===== src/gpc_pkg.sv =====
// Package for the pin setup and video path control register slice.
// Assumes an APB slave with 32-bit data, one aligned word per register.
package gpc_pkg;
	// Printed offsets are not all multiples of four: they are word indices
	localparam logic [7:0] GPC_IDX_PINS_FIVE_SIX = 8'h20;
	localparam logic [7:0] GPC_IDX_PINS_SEVEN_EIGHT = 8'h21;
	localparam logic [7:0] GPC_IDX_VIDEO_PATH = 8'h22;
	localparam int GPC_ADDR_W = 12;
	localparam logic [GPC_ADDR_W-1:0] GPC_ADDR_PINS_FIVE_SIX =
		{2'h0, GPC_IDX_PINS_FIVE_SIX, 2'h0};
	localparam logic [GPC_ADDR_W-1:0] GPC_ADDR_PINS_SEVEN_EIGHT =
		{2'h0, GPC_IDX_PINS_SEVEN_EIGHT, 2'h0};
	localparam logic [GPC_ADDR_W-1:0] GPC_ADDR_VIDEO_PATH =
		{2'h0, GPC_IDX_VIDEO_PATH, 2'h0};
	localparam logic [7:0] GPC_RST_PINS = 8'h00;
	localparam logic [7:0] GPC_RST_VIDEO_PATH = 8'h00;
	// Field positions within a four-bit pin nibble
	localparam int GPC_FLD_ENABLE = 0;
	localparam int GPC_FLD_DIRECTION = 1;
	localparam int GPC_FLD_LEVEL = 3;
	localparam int GPC_NIBBLE_W = 4;
	// Field positions of the video path control register
	localparam int GPC_FLD_HOLD_LOCAL = 7;
	localparam int GPC_FLD_PASS_THROUGH = 6;
	localparam int GPC_FLD_DATA_ENABLE_POLARITY = 5;
	localparam int GPC_NUM_PINS = 4;
	// Pad modes, {direction, enable}
	typedef enum logic [1:0] {
		GPC_MODE_FUNC_OUT = 2'h0,
		GPC_MODE_GP_OUT = 2'h1,
		GPC_MODE_TRISTATE = 2'h2,
		GPC_MODE_GP_IN = 2'h3
	} gpc_mode_t;
endpackage : gpc_pkg


===== src/gpc_pin_pad.sv =====
// One configurable pin: decodes its nibble into pad drive signals.
// Assumes the nibble and function signal are on core_clk.
`timescale 1ns/1ns
`default_nettype none
module gpc_pin_pad
	import gpc_pkg::*;
(
	input wire logic core_clk,
	input wire logic rst_n,
	input wire logic [3:0] nibble,
	input wire logic func_out,
	input wire logic pad_in_sync,
	output logic pad_out,
	output logic pad_oe,
	output logic gp_in_level
);
	gpc_mode_t mode;
	assign mode = gpc_mode_t'({nibble[GPC_FLD_DIRECTION],
		nibble[GPC_FLD_ENABLE]});

	always_ff @(posedge core_clk or negedge rst_n) begin
		if (!rst_n) begin
			pad_out <= 1'b0;
			pad_oe <= 1'b0;
			gp_in_level <= 1'b0;
		end else begin
			case (mode)
				GPC_MODE_FUNC_OUT: begin
					pad_out <= func_out;
					pad_oe <= 1'b1;
				end
				GPC_MODE_GP_OUT: begin
					// Remote control absent, local level always drives
					pad_out <= nibble[GPC_FLD_LEVEL];
					pad_oe <= 1'b1;
				end
				default: begin
					pad_out <= 1'b0;
					pad_oe <= 1'b0;
				end
			endcase
			gp_in_level <= (mode == GPC_MODE_GP_IN) ? pad_in_sync : 1'b0;
		end
	end
endmodule : gpc_pin_pad
`default_nettype wire


===== src/gpc_top.sv =====
// APB register slice for pins five to eight and the video path control.
// Assumes forward-channel loads and video arrive on core_clk; pads are raw.
`timescale 1ns/1ns
`default_nettype none
module gpc_top
	import gpc_pkg::*;
#(
	parameter int COLOUR_W = 24
) (
	input wire logic core_clk,
	input wire logic rst_n,
	input wire logic psel,
	input wire logic penable,
	input wire logic pwrite,
	input wire logic [GPC_ADDR_W-1:0] paddr,
	input wire logic [31:0] pwdata,
	input wire logic [3:0] pstrb,
	output logic [31:0] prdata,
	output logic pready,
	output logic pslverr,
	input wire logic fc_load,
	input wire logic [7:0] fc_path_value,
	input wire logic [GPC_NUM_PINS-1:0] func_out,
	input wire logic [GPC_NUM_PINS-1:0] pad_in,
	output logic [GPC_NUM_PINS-1:0] pad_out,
	output logic [GPC_NUM_PINS-1:0] pad_oe,
	output logic [GPC_NUM_PINS-1:0] gp_in_level,
	input wire logic data_enable,
	input wire logic [COLOUR_W-1:0] colour_in,
	input wire logic audio_packet_in,
	output logic [COLOUR_W-1:0] colour_out,
	output logic colour_valid,
	output logic audio_packet_out,
	output logic protect_allowed
);
	logic [7:0] pins_five_six_setup_q;
	logic [7:0] pins_seven_eight_setup_q;
	logic [7:0] video_path_control_q;
	logic [GPC_NUM_PINS-1:0] pad_meta_q;
	logic [GPC_NUM_PINS-1:0] pad_sync_q;
	logic access;
	logic wr_en;
	logic hit;
	logic [7:0] rd_mux;
	logic hold_local_path_settings;
	logic colour_pass_through;
	logic data_enable_polarity;
	logic de_active;
	logic [15:0] pin_nibbles;

	assign access = psel & penable;
	assign wr_en = access & pwrite & pstrb[0];
	assign hit = (paddr == GPC_ADDR_PINS_FIVE_SIX) |
		(paddr == GPC_ADDR_PINS_SEVEN_EIGHT) |
		(paddr == GPC_ADDR_VIDEO_PATH);
	assign hold_local_path_settings = video_path_control_q[GPC_FLD_HOLD_LOCAL];
	assign colour_pass_through = video_path_control_q[GPC_FLD_PASS_THROUGH];
	assign data_enable_polarity = video_path_control_q[GPC_FLD_DATA_ENABLE_POLARITY];

	// Pin setup registers, all bits writable including reserved ones
	always_ff @(posedge core_clk or negedge rst_n) begin
		if (!rst_n) begin
			pins_five_six_setup_q <= GPC_RST_PINS;
			pins_seven_eight_setup_q <= GPC_RST_PINS;
		end else if (wr_en) begin
			if (paddr == GPC_ADDR_PINS_FIVE_SIX) begin
				pins_five_six_setup_q <= pwdata[7:0];
			end
			if (paddr == GPC_ADDR_PINS_SEVEN_EIGHT) begin
				pins_seven_eight_setup_q <= pwdata[7:0];
			end
		end
	end

	// Software write wins over a forward-channel load in the same cycle
	always_ff @(posedge core_clk or negedge rst_n) begin
		if (!rst_n) begin
			video_path_control_q <= GPC_RST_VIDEO_PATH;
		end else if (wr_en && paddr == GPC_ADDR_VIDEO_PATH) begin
			video_path_control_q <= pwdata[7:0];
		end else if (fc_load && !hold_local_path_settings) begin
			// Remote copies all but the hold bit, which stays local
			video_path_control_q[6:0] <= fc_path_value[6:0];
		end
	end

	always_comb begin
		rd_mux = 8'h00;
		case (paddr)
			GPC_ADDR_PINS_FIVE_SIX: rd_mux = pins_five_six_setup_q;
			GPC_ADDR_PINS_SEVEN_EIGHT: rd_mux = pins_seven_eight_setup_q;
			GPC_ADDR_VIDEO_PATH: rd_mux = video_path_control_q;
			default: rd_mux = 8'h00;
		endcase
	end

	// Zero-wait APB: ready during every access phase
	always_ff @(posedge core_clk or negedge rst_n) begin
		if (!rst_n) begin
			prdata <= 32'h00000000;
			pready <= 1'b0;
			pslverr <= 1'b0;
		end else begin
			pready <= psel & ~penable;
			pslverr <= psel & ~penable & ~hit;
			prdata <= (psel && !penable && !pwrite) ?
				{24'h000000, rd_mux} : 32'h00000000;
		end
	end

	// Pad inputs pass two flip-flops before use
	always_ff @(posedge core_clk or negedge rst_n) begin
		if (!rst_n) begin
			pad_meta_q <= '0;
			pad_sync_q <= '0;
		end else begin
			pad_meta_q <= pad_in;
			pad_sync_q <= pad_meta_q;
		end
	end

	assign pin_nibbles = {pins_seven_eight_setup_q, pins_five_six_setup_q};

	genvar gi;
	generate
		for (gi = 0; gi < GPC_NUM_PINS; gi++) begin : g_pin
			gpc_pin_pad u_pad (
				.core_clk(core_clk),
				.rst_n(rst_n),
				.nibble(pin_nibbles[gi*GPC_NIBBLE_W +: GPC_NIBBLE_W]),
				.func_out(func_out[gi]),
				.pad_in_sync(pad_sync_q[gi]),
				.pad_out(pad_out[gi]),
				.pad_oe(pad_oe[gi]),
				.gp_in_level(gp_in_level[gi])
			);
		end
	endgenerate

	assign de_active = data_enable ^ data_enable_polarity;

	// Video path gating
	always_ff @(posedge core_clk or negedge rst_n) begin
		if (!rst_n) begin
			colour_out <= '0;
			colour_valid <= 1'b0;
			audio_packet_out <= 1'b0;
			protect_allowed <= 1'b0;
		end else begin
			colour_valid <= colour_pass_through | de_active;
			colour_out <= (colour_pass_through || de_active) ?
				colour_in : '0;
			audio_packet_out <= audio_packet_in & ~colour_pass_through;
			protect_allowed <= ~colour_pass_through;
		end
	end

	property p_pass_valid;
		@(posedge core_clk) disable iff (!rst_n)
		colour_pass_through |=> colour_valid;
	endproperty
	a_pass_valid: assert property (p_pass_valid)
		else $error("pass-through did not force colour valid");

	property p_audio_block;
		@(posedge core_clk) disable iff (!rst_n)
		colour_pass_through |=> !audio_packet_out && !protect_allowed;
	endproperty
	a_audio_block: assert property (p_audio_block)
		else $error("audio or protection not blocked in pass-through");

	property p_data_enable_polarity;
		@(posedge core_clk) disable iff (!rst_n)
		!colour_pass_through && data_enable_polarity && !data_enable
		|=> colour_valid;
	endproperty
	a_data_enable_polarity: assert property (p_data_enable_polarity)
		else $error("inverted data enable not honoured");

	property p_de_normal;
		@(posedge core_clk) disable iff (!rst_n)
		!colour_pass_through && !data_enable_polarity && !data_enable
		|=> !colour_valid;
	endproperty
	a_de_normal: assert property (p_de_normal)
		else $error("idle data enable passed colour");

	property p_hold_local;
		@(posedge core_clk) disable iff (!rst_n)
		hold_local_path_settings && !(wr_en && paddr == GPC_ADDR_VIDEO_PATH)
		|=> $stable(video_path_control_q);
	endproperty
	a_hold_local: assert property (p_hold_local)
		else $error("held path settings changed by forward channel");

	property p_fc_load;
		@(posedge core_clk) disable iff (!rst_n)
		fc_load && !hold_local_path_settings &&
		!(wr_en && paddr == GPC_ADDR_VIDEO_PATH)
		|=> video_path_control_q[6:5] == $past(fc_path_value[6:5]);
	endproperty
	a_fc_load: assert property (p_fc_load)
		else $error("forward channel load not applied");

	property p_write_five_six;
		@(posedge core_clk) disable iff (!rst_n)
		wr_en && paddr == GPC_ADDR_PINS_FIVE_SIX
		|=> pins_five_six_setup_q == $past(pwdata[7:0]);
	endproperty
	a_write_five_six: assert property (p_write_five_six)
		else $error("pin five/six setup write lost");

	property p_gp_out;
		@(posedge core_clk) disable iff (!rst_n)
		pins_five_six_setup_q[1:0] == 2'h1 && $stable(pins_five_six_setup_q)
		|=> pad_oe[0] && pad_out[0] == $past(pins_five_six_setup_q[GPC_FLD_LEVEL]);
	endproperty
	a_gp_out: assert property (p_gp_out)
		else $error("pin five does not drive local level");

	property p_tristate;
		@(posedge core_clk) disable iff (!rst_n)
		pins_seven_eight_setup_q[5:4] == 2'h2 |=> !pad_oe[3];
	endproperty
	a_tristate: assert property (p_tristate)
		else $error("pin eight driven while tri-stated");

	property p_write_seven_eight;
		@(posedge core_clk) disable iff (!rst_n)
		wr_en && paddr == GPC_ADDR_PINS_SEVEN_EIGHT
		|=> pins_seven_eight_setup_q == $past(pwdata[7:0]);
	endproperty
	a_write_seven_eight: assert property (p_write_seven_eight)
		else $error("pin seven/eight setup write lost");

	property p_write_video;
		@(posedge core_clk) disable iff (!rst_n)
		wr_en && paddr == GPC_ADDR_VIDEO_PATH
		|=> video_path_control_q == $past(pwdata[7:0]);
	endproperty
	a_write_video: assert property (p_write_video)
		else $error("local video path write lost");

	property p_hold_bit_local;
		@(posedge core_clk) disable iff (!rst_n)
		!(wr_en && paddr == GPC_ADDR_VIDEO_PATH)
		|=> $stable(hold_local_path_settings);
	endproperty
	a_hold_bit_local: assert property (p_hold_bit_local)
		else $error("hold bit changed without a local write");

	property p_read_five_six;
		@(posedge core_clk) disable iff (!rst_n)
		psel && !penable && !pwrite && paddr == GPC_ADDR_PINS_FIVE_SIX
		|=> prdata == {24'h000000, $past(pins_five_six_setup_q)};
	endproperty
	a_read_five_six: assert property (p_read_five_six)
		else $error("pin five/six setup read back wrong");

	property p_func_five;
		@(posedge core_clk) disable iff (!rst_n)
		pins_five_six_setup_q[1:0] == 2'h0
		|=> pad_oe[0] && pad_out[0] == $past(func_out[0]);
	endproperty
	a_func_five: assert property (p_func_five)
		else $error("pin five not in functional output");

	property p_tristate_five;
		@(posedge core_clk) disable iff (!rst_n)
		pins_five_six_setup_q[1:0] == 2'h2 |=> !pad_oe[0] && !pad_out[0];
	endproperty
	a_tristate_five: assert property (p_tristate_five)
		else $error("pin five driven while tri-stated");

	property p_gp_in_eight;
		@(posedge core_clk) disable iff (!rst_n)
		pins_seven_eight_setup_q[5:4] == 2'h3
		|=> !pad_oe[3] && gp_in_level[3] == $past(pad_sync_q[3]);
	endproperty
	a_gp_in_eight: assert property (p_gp_in_eight)
		else $error("pin eight input level not reported");

	property p_not_in_eight;
		@(posedge core_clk) disable iff (!rst_n)
		pins_seven_eight_setup_q[5:4] != 2'h3 |=> !gp_in_level[3];
	endproperty
	a_not_in_eight: assert property (p_not_in_eight)
		else $error("pin eight reports input level outside input mode");

	property p_gp_out_eight;
		@(posedge core_clk) disable iff (!rst_n)
		pins_seven_eight_setup_q[5:4] == 2'h1
		|=> pad_oe[3] && pad_out[3] == $past(pins_seven_eight_setup_q[7]);
	endproperty
	a_gp_out_eight: assert property (p_gp_out_eight)
		else $error("pin eight does not drive local level");

	property p_pass_colour;
		@(posedge core_clk) disable iff (!rst_n)
		colour_pass_through |=> colour_out == $past(colour_in);
	endproperty
	a_pass_colour: assert property (p_pass_colour)
		else $error("pass-through did not forward colour");

	property p_de_high;
		@(posedge core_clk) disable iff (!rst_n)
		!colour_pass_through && !data_enable_polarity && data_enable
		|=> colour_valid && colour_out == $past(colour_in);
	endproperty
	a_de_high: assert property (p_de_high)
		else $error("active-high data enable did not pass colour");

	property p_de_inv_idle;
		@(posedge core_clk) disable iff (!rst_n)
		!colour_pass_through && data_enable_polarity && data_enable
		|=> !colour_valid && colour_out == '0;
	endproperty
	a_de_inv_idle: assert property (p_de_inv_idle)
		else $error("idle inverted data enable passed colour");

	property p_normal_audio;
		@(posedge core_clk) disable iff (!rst_n)
		!colour_pass_through
		|=> protect_allowed && audio_packet_out == $past(audio_packet_in);
	endproperty
	a_normal_audio: assert property (p_normal_audio)
		else $error("audio or protection blocked outside pass-through");

	property p_not_gp_out_five;
		@(posedge core_clk) disable iff (!rst_n)
		pins_five_six_setup_q[1:0] == 2'h3 |=> !pad_oe[0] && !pad_out[0];
	endproperty
	a_not_gp_out_five: assert property (p_not_gp_out_five)
		else $error("pin five driven in input mode");

	c_pass: cover property (@(posedge core_clk) disable iff (!rst_n)
		colour_pass_through ##1 colour_valid);
	c_hold: cover property (@(posedge core_clk) disable iff (!rst_n)
		fc_load && hold_local_path_settings);
	c_err: cover property (@(posedge core_clk) disable iff (!rst_n)
		pready && pslverr);
	c_gp_in: cover property (@(posedge core_clk) disable iff (!rst_n)
		pins_seven_eight_setup_q[5:4] == 2'h3 && gp_in_level[3]);
	c_inv_de: cover property (@(posedge core_clk) disable iff (!rst_n)
		data_enable_polarity && !data_enable ##1 colour_valid);
endmodule : gpc_top
`default_nettype wire


===== config.mk =====
export PLATFORM = sky130hd
export DESIGN_NAME = gpc_top
export DESIGN_NICKNAME = d
export VERILOG_FILES = /design/src/gpc_pkg.sv /design/src/gpc_pin_pad.sv /design/src/gpc_top.sv
export SDC_FILE = /design/constraint.sdc
export NUM_CORES = 1
export LEC_CHECK = 0
export BUFFER_PORTS_ARGS = -buffer_cell sky130_fd_sc_hd__buf_2
export CORE_MARGIN = 5
export CORE_UTILIZATION = 30
export CTS_CLUSTER_SIZE = 14
export DETAILED_ROUTE_END_ITERATION = 10
export GPL_ROUTABILITY_DRIVEN = 0
export PLACE_DENSITY_LB_ADDON = 0.15
export SYNTH_ARGS = -nofsm -noshare
export SYNTH_HDL_FRONTEND = slang
export SYNTH_SLANG_ARGS = --single-unit

===== constraint.sdc =====
create_clock -name core_clk -period 3.3 [get_ports core_clk]
set_input_delay 0.33 -clock core_clk [delete_from_list [all_inputs] [get_ports core_clk]]
set_output_delay 0.33 -clock core_clk [all_outputs]
set_load 0.05 [all_outputs]

# Yosys cells after proc, flatten, opt, wreduce, memory -nomap -nowiden
# Cells that the tools add are included.
[totals] register_bits=81 inputBits=96 output_inout_bits=73 word_cells=85
[op_classes] reduce_logical=19 bitwise=13 eq_ne=11 muxes=17
[ops] cell="$eq 12x8->1 const B" count=3
[ops] cell="$mux 24" count=1
[ops] cell="$pmux 8 s3" count=1
[ops] cell="$mux 7" count=2
[ops] cell="$eq 2x1->1 const B" count=4
[ops] cell="$eq 2x2->1 const B" count=4
[ops] cell="$logic_not 2->1" count=4
[ops] cell="$mux 1" count=8
[ops] cell="$mux 8" count=1
[ops] cell="$pmux 1 s2" count=4
[ops] cell="$reduce_or 2->1" count=4
[ops] cell="$and 1x1->1" count=6
[ops] cell="$logic_and 1x1->1" count=4
[ops] cell="$reduce_and 2->1" count=2
[ops] cell="$logic_not 1->1" count=3
[ops] cell="$not 1->1" count=3
[ops] cell="$or 1x1->1" count=3
[ops] cell="$reduce_bool 2->1" count=1
[ops] cell="$logic_or 1x1->1" count=1
[ops] cell="$xor 1x1->1" count=1

# Logic depth before layout (Yosys ltp)
[depth] word_depth=5 mapped_depth=5 depth_no_buf=3

# Modules after synthesis
# From an unflattened synthesis, not the netlist that was laid out.
[unflattened] hier_cells=240 area_unflattened_um2=3363.2
[by_module_without_submodules] mod="gpc_top" area_each_um2=2962.8 cells_per_inst=212 instances=1
[by_module_without_submodules] mod="gpc_pin_pad" area_each_um2=100.1 cells_per_inst=7 instances=4

# Worst setup path after synthesis
# Ideal clock, no wire load.
[synth_timing] kind="input to register" start="input paddr[9]" end="register video_path_control_q[0]" path_stages=4 required_ps=3175 n_path_buf=1 slack_ps=1289 arrival_time_ps=1886 path_cell_list="or4_4 -> or4_4 -> buf_6 -> mux2_4"
[synth_between] elab_chain_len=3
[synth_lines] element="from (decl)" line_no="gpc_top.sv:15" text="input wire logic [GPC_ADDR_W-1:0] paddr,"
[synth_lines] element="$eq 12x8->1 *" line_no="gpc_top.sv:79" text="end else if (wr_en && paddr == GPC_ADDR_VIDEO_PATH) begin"
[synth_lines] element="$logic_and 1x1->1 *" line_no="gpc_top.sv:79"
[synth_lines] element="$mux 7 or $reduce_bool 2->1 (tied branches)"
[synth_lines] element="to (signal assigned)" line_no="gpc_top.sv:80" text="video_path_control_q <= pwdata[7:0];"
[synth_lines] element="to (signal assigned)" line_no="gpc_top.sv:83" text="video_path_control_q[6:0] <= fc_path_value[6:0];"
[synth_lines] element="to (decl)" line_no="gpc_top.sv:38" text="logic [7:0] video_path_control_q;"
# Mark *: on every way between the ends. The rest lies on a longest branch, timed or not.
# A chain may end at the register's enable or synchronous reset.

# Worst setup path in the final report
[layout_timing] start="input paddr[3]" end="register video_path_control_q[2]"
# Same word-level chain as after synthesis.

==> reports/qor.txt <==
Routed Antenna Nets = 0
Startpoint Class = primary input
Routed via count = 2097
Synth top area share = 59.5%
Outcome = finished clean
Hold-fix buffers at CTS = 0
Vias/cell = 4.20
GR Util All Layers = 12.1%
Main flop type after synthesis = dfrtp_1
Pwr Density = 565 mW/mm^2
Share of cells above drive strength 1 = 47.5%
Die Height = 117 um
Synth Area per Inst = 14.0 um^2
DR WL/cell = 15.4 um
Most common cell after layout, fill and taps aside = buf_2
Crit path max-delay family = simple AND/OR/NAND/NOR gates
CP endpoint kind = register
Tmin final = 1950 ps
WL final = 7.68 mm
Pin count of the biggest net entering global routing = 82
Maxcap violations = 0
RSZ-0062 raised after global routing = false
Most frequent cells in the layout = 115 x buf_2, 81 x dfrtp_1, 29 x nor2b_1, 24 x mux2_4, 24 x conb_1
Max H-tree Level = 3
Clock Pin Slew Worst Setup and Hold Paths = 60 ps
Initial drt markers = 82
HPWL Detailed = 5.40 mm
Syn Inst Count = 244
First-pass GRT wire length = 12.2 mm
Post-Route Skew = 4.87 ps
Clk root buf = clkbuf_16
CP bufs+invs = 1
Register area share after synthesis = 59.5%
Antenna violations before repair = 1
Worst-Margin Slew = 1020 ps
Setup CP Type = primary input to register
Hold Vio Cnt, Final = 0
PortBufs = 116
Headroom to the max-slew limit = 32.2%
Vias in the first global route = 2336
Core Util, Final = 37.7%
CTS tree = built
Mapped Area = 0.00341 mm^2
Ant. Diodes = 0
Detailed Routing Iterations Pass 1 = 4
Maximum clock rate = 514 MHz
Critical Path, Cell by Cell = buf_2 -> or4b_2 -> or4_4 -> mux2_4
Seq cells post-synth = 81
Critical Path RT = 3520 ps
Core area = 0.0113 mm^2
Die width = 117 um
Crit path max fanout = 13
Initial Util = 30.2%
DRC Markers = 0
Post_cts resized = 0
Setup violators final = 0
Clk Latency, worst-skew pair = 340 ps
IO Pins = 169
Worst path max stage delay = 620 ps
Num CTS Buffers = 9
Distinct cell type count after synthesis = 28
EDFF count, synth = 0
Max-slew violations = 0
Setup TNS = 0 ps
Worst path slowest cell = or4b_2
Final period util = 59.0%
Min-delay worst type = primary input to register
DIE AREA = 0.0136 mm^2
Top post-synthesis cells by area = dfrtp_1 59%, mux2_4 11%, buf_4 7.9%, nor2b_1 5.3%, mux2i_1 3.5%
Critical Path AT = 2170 ps
Placed insts = 484
YS warnings = 0
Global route overflow = 0
Worst-case vdd ir drop = 0.323 mV
Setup bufs post-CTS = 0
Clock sinks = 81
P&R area growth vs syn = 24.7%
Post-synth ARST share = 100%
Worst R2R Setup Slack = 1420 ps
Layout Nets = 448
Clk buf depth = 2
Row cnt = 39
Final non-filler cell total = 499
Synth area leader = dfrtp_1
Leakage = 2.18 nW
area by class of cell:
class / count / area [um^2]
clock buffer: 14 / 274
clock inverter: 1 / 8.76
fill: 1143 / 7020
inverter: 6 / 22.5
multi-input combinational: 136 / 1140
sequential: 81 / 2030
tap: 143 / 179
timing repair buffer: 118 / 598
sequential cells by signal (all words and copies together) (netlist names):
name / cells
g_pin.u_pad.gp_in_level: 4
g_pin.u_pad.pad_out: 4
video_path_control_q: 8
pins_seven_eight_setup_q: 8
g_pin.u_pad.pad_oe: 4
colour_out: 24
pad_meta_q: 4
protect_allowed: 1
prdata: 8
pslverr: 1
colour_valid: 1
audio_packet_out: 1
pready: 1
pins_five_six_setup_q: 8
pad_sync_q: 4
cells in the mapped netlist (2+ instances only):
cell type,n
a2bb2oi_1,8
and3_1,4
clkbuf_1,5
buf_4,36
mux2_4,24
nor2_1,5
nor4_4,2
nor3_1,8
inv_1,6
buf_1,2
nor2b_1,29
dfrtp_1,81
mux2i_1,12
mux2_2,7
or4_4,2
power by group:
part / internal, mW / switching, mW / leakage (nW)
clock network: 0.570 / 0.383 / 0.139
logic: 0.101 / 0.287 / 1.02
registers: 1.04 / 0.0159 / 1.02
logic make-up after synthesis:
| logic type | after synthesis | synth area share [%] |
|---|---|---|
| XOR/XNOR | 1 | 0.257 |
| buffers and inverters | 50 | 9.69 |
| AND/OR/NAND/NOR | 60 | 12.0 |
| flip-flops | 81 | 59.5 |
| multiplexers | 43 | 16.4 |
| other | 1 | 0.110 |
| AO/OA/AOI/OAI | 8 | 2.06 |
through the flow:
stage	hold slack (ps)	instance area [um^2]	power (mW)	setup WS, ps
floorplan	34.4	3490	1.38	1290
global placement	334	3970	1.47	998
detailed placement	336	3970	1.47	988
CTS	74.2	4250	2.45	1360
global route	73.2	4250	2.52	1320
finish	93.1	4250	2.40	1350
routing by layer:
| layer | share of wire, % | GRT usage [%] | vias to the layer above |
|---|---|---|---|
| met1 | 41 | 14.1 | 1025 |
| met3 | 10 | 6.63 | 8 |
| li1 | - | - | 974 |
| met2 | 48 | 19.0 | 88 |
| met5 | 0.091 | 0 | - |
| met4 | 0.86 | 4.13 | 2 |
path summary, 6_finish.rpt:
check | startpoint | to | cells after the start
max in group asynchronous | rst_n | pslverr | 1
worst min register to register | pad_meta_q[1] | pad_sync_q[1] | 0
worst max-delay path | paddr[3] | video_path_control_q[2] | 4
min in group asynchronous | rst_n | g_pin[1].u_pad.gp_in_level | 1
worst min-delay path | pad_in[0] | pad_meta_q[0] | 1
worst max register to register | video_path_control_q[7] | video_path_control_q[3] | 3
Power figures use the tool's default switching activity.
